--- config.mk ---
export PLATFORM = sky130hd
export DESIGN_NAME = bao_byte_alu
export DESIGN_NICKNAME = d
export VERILOG_FILES = /design/src/hdl/bao_pkg.sv /design/src/hdl/bao_byte_alu.sv /design/src/hdl/bao_subtractor.sv
export SDC_FILE = /design/constraint.sdc
export NUM_CORES = 1
export LEC_CHECK = 0
export ABC_AREA = 1
export CORE_MARGIN = 2
export CORE_UTILIZATION = 67
export CTS_CLUSTER_DIAMETER = 80
export DETAILED_ROUTE_END_ITERATION = 6
export DONT_BUFFER_PORTS = 1
export PLACE_DENSITY = 0.83
export SYNTH_ARGS = -nofsm -noshare
export SYNTH_HDL_FRONTEND = slang
export SYNTH_SLANG_ARGS = --single-unit
--- constraint.sdc ---
create_clock -name clock -period 5.65 [get_ports clock]
set_input_delay 0.565 -clock clock [delete_from_list [all_inputs] [get_ports clock]]
set_output_delay 0.565 -clock clock [all_outputs]
set_load 0.005 [all_outputs]
--- src/hdl/bao_pkg.sv ---
//------------------------------------------------------------------------------
// Shared constants for the byte ALU operation subset.
//------------------------------------------------------------------------------
package bao_pkg;

    // Data path width and register file address width.
    localparam int DATA_WIDTH = 8;
    localparam int ADDR_WIDTH = 7;

    // Value loaded into the watchdog counter by the power-down operation.
    localparam logic [7:0] WDOG_CLEAR_VALUE = 8'h00;
    // Value loaded into the watchdog prescaler by the power-down operation.
    localparam logic [7:0] PRESC_CLEAR_VALUE = 8'h00;

    // Reset values of the status flags and the accumulator.
    localparam logic       EXPIRY_RESET   = 1'h1;
    localparam logic       SLEEP_RESET    = 1'h1;
    localparam logic       CARRY_RESET    = 1'h0;
    localparam logic       HALF_RESET     = 1'h0;
    localparam logic       ZERO_RESET     = 1'h0;
    localparam logic [7:0] ACC_RESET      = 8'h00;

    // Values written to the status flags by the power-down operation.
    localparam logic       EXPIRY_ON_SLEEP = 1'h1;
    localparam logic       SLEEP_ON_SLEEP  = 1'h0;

    // Nibble boundary used by the half carry and the nibble exchange.
    localparam int NIBBLE_WIDTH = 4;

    // Operation selector.
    typedef enum logic [2:0] {
        BAO_OP_NONE,
        BAO_OP_POWER_DOWN,
        BAO_OP_LITERAL_MINUS_ACC,
        BAO_OP_ROTATE_RIGHT_VIA_CARRY,
        BAO_OP_REG_MINUS_ACC,
        BAO_OP_NIBBLE_EXCHANGE,
        BAO_OP_LITERAL_XOR,
        BAO_OP_REG_XOR
    } bao_op_t;

endpackage : bao_pkg

--- src/hdl/bao_byte_alu.sv ---
`timescale 1ns/100ps
//------------------------------------------------------------------------------
// Execution datapath for a subset of byte operations.
//------------------------------------------------------------------------------
module bao_byte_alu #(
    parameter int DW = bao_pkg::DATA_WIDTH,
    parameter int AW = bao_pkg::ADDR_WIDTH
) (
    input  wire logic            clock,
    input  wire logic            reset,
    input  wire logic            opValid,
    input  wire bao_pkg::bao_op_t opCode,
    input  wire logic [DW-1:0]   literal,
    input  wire logic [AW-1:0]   regAddr,
    input  wire logic            destIsReg,
    input  wire logic [DW-1:0]   regReadData,
    input  wire logic            wakeUp,
    output logic      [AW-1:0]   regReadAddr,
    output logic                 regWriteEn,
    output logic      [AW-1:0]   regWriteAddr,
    output logic      [DW-1:0]   regWriteData,
    output logic      [DW-1:0]   accumulator,
    output logic                 carryFlag,
    output logic                 halfCarryFlag,
    output logic                 zeroFlag,
    output logic                 expiryFlag,
    output logic                 sleepEnteredFlag,
    output logic                 watchdogClear,
    output logic                 prescalerClear,
    output logic      [7:0]      watchdogClearValue,
    output logic      [7:0]      prescalerClearValue,
    output logic                 sleepMode,
    output logic                 oscillatorRun
);

    //--------------------------------------------------------------------------
    // Operation decode.
    //--------------------------------------------------------------------------

    // One wire per operation, each qualified by the valid strobe.
    wire isPowerDown = opValid && (opCode == bao_pkg::BAO_OP_POWER_DOWN);
    wire isLitSub    = opValid && (opCode == bao_pkg::BAO_OP_LITERAL_MINUS_ACC);
    wire isRotate    = opValid && (opCode == bao_pkg::BAO_OP_ROTATE_RIGHT_VIA_CARRY);
    wire isRegSub    = opValid && (opCode == bao_pkg::BAO_OP_REG_MINUS_ACC);
    wire isSwap      = opValid && (opCode == bao_pkg::BAO_OP_NIBBLE_EXCHANGE);
    wire isLitXor    = opValid && (opCode == bao_pkg::BAO_OP_LITERAL_XOR);
    wire isRegXor    = opValid && (opCode == bao_pkg::BAO_OP_REG_XOR);

    // Operations are ignored while asleep, because the core clock would be
    // stopped in silicon and no instruction could arrive.
    wire awake = !sleepMode;

    // The register operand is read combinationally from the addressed file.
    assign regReadAddr = regAddr;

    //--------------------------------------------------------------------------
    // Arithmetic and logic results.
    //--------------------------------------------------------------------------

    // Subtrahend is always the accumulator; the minuend is literal or register.
    wire [DW-1:0] subMinuend = isLitSub ? literal : regReadData;
    logic [DW-1:0] subResult;
    logic          subNoBorrow;
    logic          subHalfNoBorrow;

    // Shared subtractor for both subtract forms.
    bao_subtractor #(
        .WIDTH        (DW)
    ) u_sub (
        .minuend      (subMinuend),
        .subtrahend   (accumulator),
        .difference   (subResult),
        .noBorrow     (subNoBorrow),
        .halfNoBorrow (subHalfNoBorrow)
    );

    // Rotate right: old carry enters the top bit, bit 0 leaves into carry.
    wire [DW-1:0] rotResult = {carryFlag, regReadData[DW-1:1]};

    // Nibble exchange of the register operand.
    wire [DW-1:0] swapResult = {regReadData[bao_pkg::NIBBLE_WIDTH-1:0],
                                regReadData[DW-1:bao_pkg::NIBBLE_WIDTH]};

    // Exclusive OR with literal or register.
    wire [DW-1:0] xorOperand = isLitXor ? literal : regReadData;
    wire [DW-1:0] xorResult  = accumulator ^ xorOperand;

    // Result selection.
    wire isSub = isLitSub || isRegSub;
    wire isXor = isLitXor || isRegXor;
    wire [DW-1:0] opResult = isSub    ? subResult  :
                             isRotate ? rotResult  :
                             isSwap   ? swapResult : xorResult;

    // Zero detection on the full eight bit result.
    wire resultZero = (opResult == {DW{1'b0}});

    //--------------------------------------------------------------------------
    // Destination steering.
    //--------------------------------------------------------------------------

    // Literal forms always target the accumulator.
    wire dataOp   = awake && (isSub || isRotate || isSwap || isXor);
    wire litForm  = isLitSub || isLitXor;
    wire toReg    = dataOp && !litForm && destIsReg;
    wire toAcc    = dataOp && !toReg;

    // Register file write port is a one-cycle strobe with registered data.
    wire [DW-1:0] next_regWriteData = toReg ? opResult : regWriteData;
    wire [AW-1:0] next_regWriteAddr = toReg ? regAddr : regWriteAddr;

    // Accumulator next value.
    wire [DW-1:0] next_accumulator = toAcc ? opResult : accumulator;

    //--------------------------------------------------------------------------
    // Status flag next values.
    //--------------------------------------------------------------------------

    // Carry: no borrow on subtract, shifted-out bit on rotate.
    wire next_carryFlag = !awake   ? carryFlag :
                          isSub    ? subNoBorrow :
                          isRotate ? regReadData[0] : carryFlag;

    // Half carry only on subtract.
    wire next_halfCarryFlag = (awake && isSub) ? subHalfNoBorrow
                                               : halfCarryFlag;

    // Zero flag on subtract and xor only; rotate and swap leave it.
    wire next_zeroFlag = (awake && (isSub || isXor)) ? resultZero
                                                     : zeroFlag;

    // Of the status flags, power-down touches only the two reset-status flags.
    wire enterSleep = awake && isPowerDown;
    wire next_expiryFlag = enterSleep ? bao_pkg::EXPIRY_ON_SLEEP
                                      : expiryFlag;
    wire next_sleepEnteredFlag = enterSleep ? bao_pkg::SLEEP_ON_SLEEP
                                            : sleepEnteredFlag;

    // Sleep holds until the wake request from the surrounding core.
    wire next_sleepMode = enterSleep ? 1'b1 : (wakeUp ? 1'b0 : sleepMode);

    //--------------------------------------------------------------------------
    // Data path registers.
    //--------------------------------------------------------------------------

    // Accumulator and write port registers.
    always_ff @(posedge clock)
    begin
        if (reset)
        begin
            accumulator  <= bao_pkg::ACC_RESET;
            regWriteEn   <= 1'b0;
            regWriteAddr <= {AW{1'b0}};
            regWriteData <= {DW{1'b0}};
        end
        else
        begin
            accumulator  <= next_accumulator;
            regWriteEn   <= toReg;
            regWriteAddr <= next_regWriteAddr;
            regWriteData <= next_regWriteData;
        end
    end

    // Status flag registers.
    always_ff @(posedge clock)
    begin
        if (reset)
        begin
            carryFlag        <= bao_pkg::CARRY_RESET;
            halfCarryFlag    <= bao_pkg::HALF_RESET;
            zeroFlag         <= bao_pkg::ZERO_RESET;
            expiryFlag       <= bao_pkg::EXPIRY_RESET;
            sleepEnteredFlag <= bao_pkg::SLEEP_RESET;
        end
        else
        begin
            carryFlag        <= next_carryFlag;
            halfCarryFlag    <= next_halfCarryFlag;
            zeroFlag         <= next_zeroFlag;
            expiryFlag       <= next_expiryFlag;
            sleepEnteredFlag <= next_sleepEnteredFlag;
        end
    end

    //--------------------------------------------------------------------------
    // Power-down control.
    //--------------------------------------------------------------------------

    // Clear strobes to the watchdog, and the sleep state. The watchdog itself
    // lives elsewhere; this block only commands the clear and the value.
    always_ff @(posedge clock)
    begin
        if (reset)
        begin
            watchdogClear  <= 1'b0;
            prescalerClear <= 1'b0;
            sleepMode      <= 1'b0;
        end
        else
        begin
            watchdogClear  <= enterSleep;
            prescalerClear <= enterSleep;
            sleepMode      <= next_sleepMode;
        end
    end

    // Clear values are constants; they are driven as ports for the watchdog.
    assign watchdogClearValue  = bao_pkg::WDOG_CLEAR_VALUE;
    assign prescalerClearValue = bao_pkg::PRESC_CLEAR_VALUE;

    // Oscillator runs whenever the core is not asleep.
    assign oscillatorRun = !sleepMode;

endmodule : bao_byte_alu

--- src/hdl/bao_subtractor.sv ---
`timescale 1ns/100ps
//------------------------------------------------------------------------------
// Eight bit subtractor: minuend minus subtrahend with no-borrow outputs.
//------------------------------------------------------------------------------
module bao_subtractor #(
    parameter int WIDTH = bao_pkg::DATA_WIDTH
) (
    input  wire logic [WIDTH-1:0] minuend,
    input  wire logic [WIDTH-1:0] subtrahend,
    output logic      [WIDTH-1:0] difference,
    output logic                  noBorrow,
    output logic                  halfNoBorrow
);

    // Two's complement: minuend plus inverted subtrahend plus one.
    // The carry out of that sum is high exactly when no borrow occurred.
    logic [WIDTH:0] fullSum;
    logic [bao_pkg::NIBBLE_WIDTH:0] lowSum;

    // Full width sum with the carry kept in the top bit.
    assign fullSum = {1'b0, minuend} + {1'b0, ~subtrahend} + {{WIDTH{1'b0}}, 1'b1};

    // Low nibble sum gives the carry out of bit 3 for the half carry flag.
    assign lowSum = {1'b0, minuend[bao_pkg::NIBBLE_WIDTH-1:0]}
                  + {1'b0, ~subtrahend[bao_pkg::NIBBLE_WIDTH-1:0]}
                  + {{bao_pkg::NIBBLE_WIDTH{1'b0}}, 1'b1};

    assign difference   = fullSum[WIDTH-1:0];
    assign noBorrow     = fullSum[WIDTH];
    assign halfNoBorrow = lowSum[bao_pkg::NIBBLE_WIDTH];

endmodule : bao_subtractor

# Yosys cells after proc, flatten, opt, wreduce, memory -nomap -nowiden
# Cells that the tools add are included.
# W data, S select, Z words.
totals:
  ramBits: 0
  out_inout_bits: 56
  regBits: 30
  n_memories: 0
  latch_bits: 0
  wordCells: 62
  mem_bits_ro: 0
op_classes:
  div_mod_pow: 0
  mul: 0
  shift: 0
  eq_ne: 7
  add_sub_neg: 4
  bitwise: 4
  reduce_logical: 28
  magnitude_cmp: 0
  n_mux: 9
ops:
  columns: ["op", "n"]
  rows:
  - ["$mux W8", 5]
  - ["$logic_and A1 B1 Y1", 14]
  - ["$eq A3 B3 Y1 const B", 4]
  - ["$add A8 B8 Y9", 1]
  - ["$add A9 B1 Y9 const B", 1]
  - ["$logic_not A8 Y1", 1]
  - ["$not A8 Y8", 1]
  - ["$xor A8 B8 Y8", 1]
  - ["$logic_or A1 B1 Y1", 7]
  - ["$eq A3 B2 Y1 const B", 2]
  - ["$add A4 B4 Y5", 1]
  - ["$add A5 B1 Y5 const B", 1]
  - ["$mux W1", 4]
  - ["$not A4 Y4", 1]
  - ["$reduce_bool A2 Y1", 2]
  - ["$eq A3 B1 Y1 const B", 1]
  - ["$logic_not A1 Y1", 3]
  - ["$reduce_and A2 Y1", 1]
  - ["$not A1 Y1", 1]

# Logic depth before layout (Yosys ltp)
# Gate-level depths: netlist of the first run.
depth:
  ltp_word: 11
  depth_mapped: 18

# Hierarchy
# A second synthesis of the first run with hierarchy kept.
unflattened:
  cells_unflattened: 395
  hier_area_um2: 2432.3
by_module_without_submodules:
  columns: ["module", "area_per_inst_um2", "seq_area_each_um2", "cells_per_inst", "n_inst"]
  rows:
  - ["bao_byte_alu", 2018.2, 600.6, 319, 1]
  - ["bao_subtractor", 414.1, 0.0, 76, 1]

# Worst setup path after synthesis of the first run
# OpenSTA, ideal clock, no wires.
synth_timing:
  path_kind: "input-to-reg"
  from: "input opValid"
  to: "register zeroFlag"
  required_time_ns: 5.518
  setup_time_ns: 0.132
  cell_stages: 16
  t_arrival_ns: 2.513
  slack_ns: 3.005
  path_cell_list: "inv_1 -> nor2_2 -> nand2_4 -> clkbuf_1 -> o21ai_0 -> ha_1 -> inv_1 -> fa_1 -> a31o_2 -> nand2b_1 -> nand3_1 -> nand2_2 -> nand3_1 -> nor2_1 -> nand3_1 -> a21oi_1"
synth_via:
  elab_chain_len: 7
synth_rtl:
  columns: ["element", "line", "text"]
  rows:
  - ["from (decl)", "bao_byte_alu.sv:11", "input wire logic opValid,"]
  - ["branches (longest 7 deep; another with $add A8 B8 Y9)", null, null]
  - ["to (signal assigned)", "bao_byte_alu.sv:172", "zeroFlag <= bao_pkg::ZERO_RESET;"]
  - ["to (signal assigned)", "bao_byte_alu.sv:180", "zeroFlag <= next_zeroFlag;"]
  - ["to (decl)", "bao_byte_alu.sv:25", "output logic zeroFlag,"]
# Parallel ways; which one is timed is not known.
# A chain may end at the register's enable or synchronous reset.

# Worst setup path in the final report of the first run
layout_timing:
  from: "input opValid"
  to: "register regWriteData[6]"
layout_via:
  elab_chain_len: 8
layout_rtl:
  columns: ["element", "line", "text"]
  rows:
  - ["branches (longest 8 deep; another with $add A8 B8 Y9)", null, null]
  - ["to (signal assigned)", "bao_byte_alu.sv:154", "regWriteData <= {DW{1'b0}};"]
  - ["to (signal assigned)", "bao_byte_alu.sv:161", "regWriteData <= next_regWriteData;"]
  - ["to (decl)", "bao_byte_alu.sv:21", "output logic [DW-1:0] regWriteData,"]
# Parallel ways; which one is timed is not known.

==> results of run 1 <==
-- placed cells by master, fill, tap and decap left out, types with 4 or more instances in the layout --
cell      Yosys  layout
a21oi_1      39      39
clkbuf_4      0       5
conb_1        2      17
dfxtp_1      30      30
ha_1          8       8
inv_1        44      44
inv_2         6       6
nand2_1      98      98
nand3_1      30      30
nor2_1       13      13
o21ai_0      34      34
o21bai_1      4       4
-- registers in the layout, summed over array words and instances, names as in the netlist --
register          count
regWriteData          8
carryFlag             1
regWriteAddr          7
regWriteEn            1
sleepMode             1
halfCarryFlag         1
prescalerClear        1
sleepEnteredFlag      1
accumulator           8
zeroFlag              1
-- area by class of cell --
class	count	area, um^2
Sequential cell	30	601
Fill cell	342	1090
Multi-Input combinational cell	269	1340
Inverter	50	188
Clock buffer	6	51.3
Tap cell	46	57.6
Clock inverter	2	12.5
-- worst max-delay path, stage by stage --
cell and delay [ns]:
inv_1 0.04, nor2_2 0.17, nand2_4 0.14, o21ai_0 0.19, ha_1 0.17, inv_1 0.06, fa_1 0.43, nand4_1 0.15
nand3_1 0.08, nand2_1 0.09, a21oi_1 0.08, a21oi_1 0.20, inv_1 0.11, a21oi_1 0.15
-- how the worst max path moves through the flow --
stage / cells after the start / slack [ns] / endpoint
after global placement: 15 / 2.99 / zeroFlag$_SDFFE_PP0P_
final: 14 / 3.30 / regWriteData[6]$_SDFFE_PP0P_
after global routing: 15 / 3.09 / accumulator[7]$_SDFFE_PP0P_
after floorplan: 16 / 3.00 / zeroFlag$_SDFFE_PP0P_
after detailed placement: 15 / 2.96 / zeroFlag$_SDFFE_PP0P_
after CTS: 15 / 3.31 / zeroFlag$_SDFFE_PP0P_
-- power by group through the flow --
| stage | combinational [mW] | clock [mW] | sequential (mW) |
|---|---|---|---|
| 6_report | 0.145 | 0.134 | 0.240 |
| 4_1_cts | 0.143 | 0.137 | 0.240 |
| 3_3_place_gp | 0.140 | 0 | 0.244 |
| 2_1_floorplan | 0.131 | 0 | 0.239 |
| 3_5_place_dp | 0.142 | 0 | 0.244 |
| 5_1_grt | 0.167 | 0.145 | 0.241 |
-- per-layer routing --
layer  wire length, um  part of all wire
met1              2470              0.44
met2              2540              0.46
met3               493             0.089
met4                57             0.010
met5                 0                 0
-- metrics by stage --
stage / hold WS (ns) / util / power, mW / cells
global placement: 0.466 / 0.654 / 0.385 / 395
global route: 0.269 / 0.673 / 0.554 / 403
detailed placement: 0.471 / 0.654 / 0.387 / 395
CTS: 0.274 / 0.673 / 0.520 / 403
finish: 0.284 / 0.673 / 0.519 / 403
floorplan: 0.445 / - / 0.370 / 383
-- logic make-up after synthesis --
| logic type | after synthesis | share of synthesized area |
|---|---|---|
| AOI/OAI and AO/OA | 82 | 0.188 |
| xor gates and xnor gates | 2 | 0.00754 |
| adders and majority gates | 9 | 0.0517 |
| buffers and inverters | 84 | 0.190 |
| DFF | 30 | 0.259 |
| other | 2 | 0.00323 |
| and+or+nand+nor | 159 | 0.302 |
==> summary.md, run 1 <==
| Metric | Value |
|---|---|
| Yosys cell types | 33 |
| Post-CTS setup buffer count | 0 |
| Ys flop type | dfxtp_1 |
| Internal power | about 0.33 mW |
| Leakage power | about 1.1 nW |
| Reg-to-reg slack, setup | 3.50 ns |
| Number of global-route vias before repair | 2079 |
| GP Congestion | slightly above 0.9 |
| CP max FO | 14 |
| PD cells | 231 nW/um^2 |
| Worst hold stages | 1 |
| Final Hold Fails | 0 |
| Residual DRC | 0 |
| Relative slew slack | 0.654 |
| Hold path endpoint | sleepMode$_SDFFE_PP0P_ |
| Met2 GRT Util | 0.468 |
| Worst Reg-to-Reg Cells | 12 |
| Cts hold-fix bufs | 0 |
| Clk buf depth | 2 |
| Final Max Tran Viols | 0 |
| Dominant cells by area after synthesis | dfxtp_1 (26%), nand2_1 (16%), a21oi_1 (8.4%) |
| Skew-Pair Late Insertion Delay | 0.33 ns |
| Min-Delay Path Class | in -> reg |
| Post-synth top area cell | dfxtp_1 |
| Worst Tran Pin Value | 0.513 ns |
| ANT cells | 0 |
| GR Util met1 | 0.403 |
| GR Util All Layers | 0.295 |
| YS warnings | 0 |
| Fin worst setup slack | 3.30 ns |
| Post-DP HPWL | ~4400 um |
| Sw Share | 0.355 |
| Setup TNS | 0 ns |
| EDFF count, synth | 0 |
| Crit Path Class | in -> reg |
| Launch point of the worst path | opValid |
| DRT iter0 DRCs | 200 |
| Post-CTS sizing | 0 |
| ANT nets after route | 0 |
| Area Overhead vs Synth | -3.23% |
| Asr flop ratio synth | 0 |
| Dpl ws | 2.96 ns |
| Clk pin slew, worst setup/hold paths | 0.10 ns |
| Routed Wire Length | between 5000 and 6000 um |
| # rows | 21 |
| Gr ovfl total | 0 |
| Fin crit period | between 2 and 2.5 ns |
| Most common cell in the netlist | nand2_1 |
| Worst r2r dst | accumulator[7]$_SDFFE_PP0P_ |
| Ports | 87 |
| Clock power frac | 0.259 |
| Status | completed |
| Chip width | 62.9 um |
| Critical Path AT | 2.61 ns |
| RSZ-0062 raised after global routing | false |
| Sequential area share after synthesis | 0.259 |
| Mapped Area | 2320 um^2 |
| Vias | 2165 |
| Logic pwr share | 0.280 |
| Vias per cell | 5.37 |
| Die ar. | 3950 um^2 |
| Highest clock rate | 425 MHz |
| Avg Cell Area, Syn | 6.31 um^2 |
| Maxcap violations | 0 |
| VDD IR-drop max | 0.206 mV |
| CTS buffer count | 5 |
| H-tree levels | 2 |
| Switching power | 0.184 mW |
| Die H | 62.9 um |
| Core Region | 3340 um^2 |
| Pin count of the biggest net entering global routing | 24 |
| R2r startpoint | accumulator[2]$_SDFFE_PP0P_ |
| Initial Utilization | 0.696 |
| GRT Max-Usage Layer | met2 |
| Critical path endpoint category | register |
| Design area | 2250 um^2 |
| Clk root buf | clkbuf_4 |
| Critical Path Start Type | input port |
| First-pass GRT wire length | 9370 um |
| Seq pwr share | 0.462 |
| Layout cells sized above 1 | 0.0756 |
| Antenna violations before repair | 0 |
| #FFs+latches synth | 30 |
| Commonest cells in the netlist | nand2_1 (98), inv_1 (44), a21oi_1 (39), o21ai_0 (34) |
| CTS tree | built |
| Syn Inst Count | 368 |
| Hold path start | reset |
| WP data required | 5.91 ns |
| Final net count | 396 |
| Placed Area | about 2200 um^2 |
| IO Port Bufs | 0 |
| Worst Clk Skew | 0.0117 ns |
| Met3 Usage GRT | 0.0559 |
| Final period utilization | 0.416 |
| Synth top area share | 0.259 |
| # setup viols final | 0 |
| TritonCTS Sinks | 30 |
| Pre-antenna DRT Iters | 4 |
| Avg WL per Cell | 13.8 um |
No activity file was read; power rests on OpenSTA's default activity.
==> run 2: changes to the inputs <==
Settings changed: CORE_UTILIZATION 67 to 64, PLACE_DENSITY 0.83 to 0.8.
Clock period 5.65 ns to 2.25 ns, I/O delays scaled along.
==> summary.md, run 2 (same netlist as run 1, synthesis figures left out) <==
| Metric | Value |
|---|---|
| CP max FO | 5 |
| # rows | 21 |
| Clock power frac | 0.361 |
| Worst Clk Skew | ~0.015 ns |
| Avg WL per Cell | 14.1 um |
| Leakage power | between 1 and 1.5 nW |
| Seq pwr share | 0.381 |
| VDD IR-drop max | 0.620 mV |
| Final Hold Fails | 0 |
| Relative slew slack | 0.648 |
| Design Power | about 1.6 mW |
| DRT iter0 DRCs | 180 |
| Routed Wire Length | 5850 um |
| Residual DRC | 0 |
| Vias per cell | 5.50 |
| Dpl ws | just under 0.009 ns |
| Fin worst setup slack | 0.261 ns |
| Critical Path Start Type | register |
| RSZ-0062 raised after global routing | false |
| IO Port Bufs | 0 |
| Layout cells sized above 1 | 0.101 |
| Post-CTS sizing | 0 |
| Ports | between 80 and 90 |
| Clk buf depth | 2 |
| Commonest cells after routing, fill and taps aside | nand2_1 (98), inv_1 (44), a21oi_1 (39) |
| Status | completed |
| Antenna violations before repair | 0 |
| Chip width | 64.2 um |
| Post-CTS setup buffer count | 0 |
| Number of global-route vias before repair | approximately 2000 |
| Leading cell type in the layout, fill and taps excluded | nand2_1 |
| Final period utilization | 0.884 |
| TritonCTS Sinks | 30 |
| First-pass GRT wire length | between 9000 and 10000 um |
| Setup TNS | 0 ns |
| Crit Path Class | reg -> reg |
| Logic pwr share | 0.258 |
| Final net count | 407 |
| Skew-Pair Late Insertion Delay | around 0.34 ns |
| Sw Share | 0.304 |
| Inst Count DP | 405 |
| H-tree levels | 2 |
| Pre-antenna DRT Iters | 7 |
| Internal power | 1.09 mW |
| PD cells | 655 nW/um^2 |
| ANT cells | 0 |
| GR Util All Layers | 0.295 |
| Critical path endpoint category | register |
| Worst Tran Pin Value | 0.522 ns |
| Min-Delay Path Class | in -> reg |
| WP data required | approximately 2.5 ns |
| Final Util | 0.698 |
| Post-Layout Cell Count | 414 |
| Largest regs | accumulator: 8 flops, regWriteData: 8 flops, regWriteAddr: 7 flops |
| Die ar. | slightly above 4000 um^2 |
| Fin crit period | 1.99 ns |
| CTS tree | built |
| Vias | between 2000 and 2500 |
| Cts hold-fix bufs | 1 |
| Switching power | about 0.47 mW |
| Critical Path AT | 2.21 ns |
| Post-DP HPWL | 4540 um |
| Highest clock rate | 503 MHz |
| Design area | around 2400 um^2 |
| Clk root buf | clkbuf_4 |
| Placed Area | 2260 um^2 |
| Gr ovfl total | 0 |
| Final Max Tran Viols | 0 |
| # setup viols final | 0 |
| GP Congestion | around 1.1 |
| ANT nets after route | 0 |
| Pin count of the biggest net entering global routing | 22 |
| Core Region | 3420 um^2 |
| Initial Utilization | 0.680 |
| Maxcap violations | 0 |
| Area Overhead vs Synth | 2.69% |
| Clk pin slew, worst setup/hold paths | 0.10 ns |
| CTS buffer count | 5 |
| Fin Hold WS | 0.0188 ns |
| Die H | 64.2 um |
==> run 2: cell types whose count changed in the layout (fill, tap and decap cells not counted), sizes merged <==
cell / delta
buf: +10
bufinv: +2
clkinv: -1
clkinvlp: -1
dlygate4sd3: +1
==> run 2: power groups by stage <==
stage	Sequential (mW)	Clock [mW]	Combinational (mW)
finish	0.595	0.564	0.404
global route	0.600	0.597	0.456
CTS	0.595	0.572	0.394
detailed placement	0.607	0	0.387
global placement	0.607	0	0.379
floorplan	0.601	0	0.330
==> run 2: path summary, 6_finish.rpt <==
| check | endpoint | slack (ns) | cells past startpoint | startpoint |
|---|---|---|---|---|
| setup / recovery | accumulator[7]$_SDFFE_PP0P_ | 0.26 | 12 | accumulator[2]$_SDFFE_PP0P_ |
| hold / removal | regWriteAddr[0]$_SDFFE_PP0P_ | 0.02 | 2 | regAddr[0] |
| setup reg to reg | accumulator[7]$_SDFFE_PP0P_ | 0.26 | 12 | accumulator[2]$_SDFFE_PP0P_ |
| hold reg to reg | regWriteAddr[6]$_SDFFE_PP0P_ | 0.49 | 2 | regWriteAddr[6]$_SDFFE_PP0P_ |
==> run 2: final cells by class <==
type,instances,area [um^2]
clock buffer,6,51.3
clock inverter,2,60.1
fill,325,1030
inverter,50,188
multi-input combinational,269,1340
sequential,30,601
tap,46,57.6
timing repair buffer,11,85.1
==> run 2: critical path: stages (launching register included) <==
cell	delay (ns)
dfxtp_1	0.36
inv_1	0.08
ha_1	0.37
a21oi_1	0.20
nand2_1	0.10
nand4_1	0.10
nand2_1	0.06
nand2_1	0.06
a21oi_1	0.05
a21oi_1	0.26
nand2_1	0.08
o211ai_1	0.09
inv_1	0.06
==> run 2: routing by layer <==
layer	track usage	share of wire	vias up
met5	0	0	-
met4	0.0878	0.014	0
met3	0.104	0.13	9
met2	0.440	0.44	131
met1	0.402	0.42	994
li1	-	-	1142
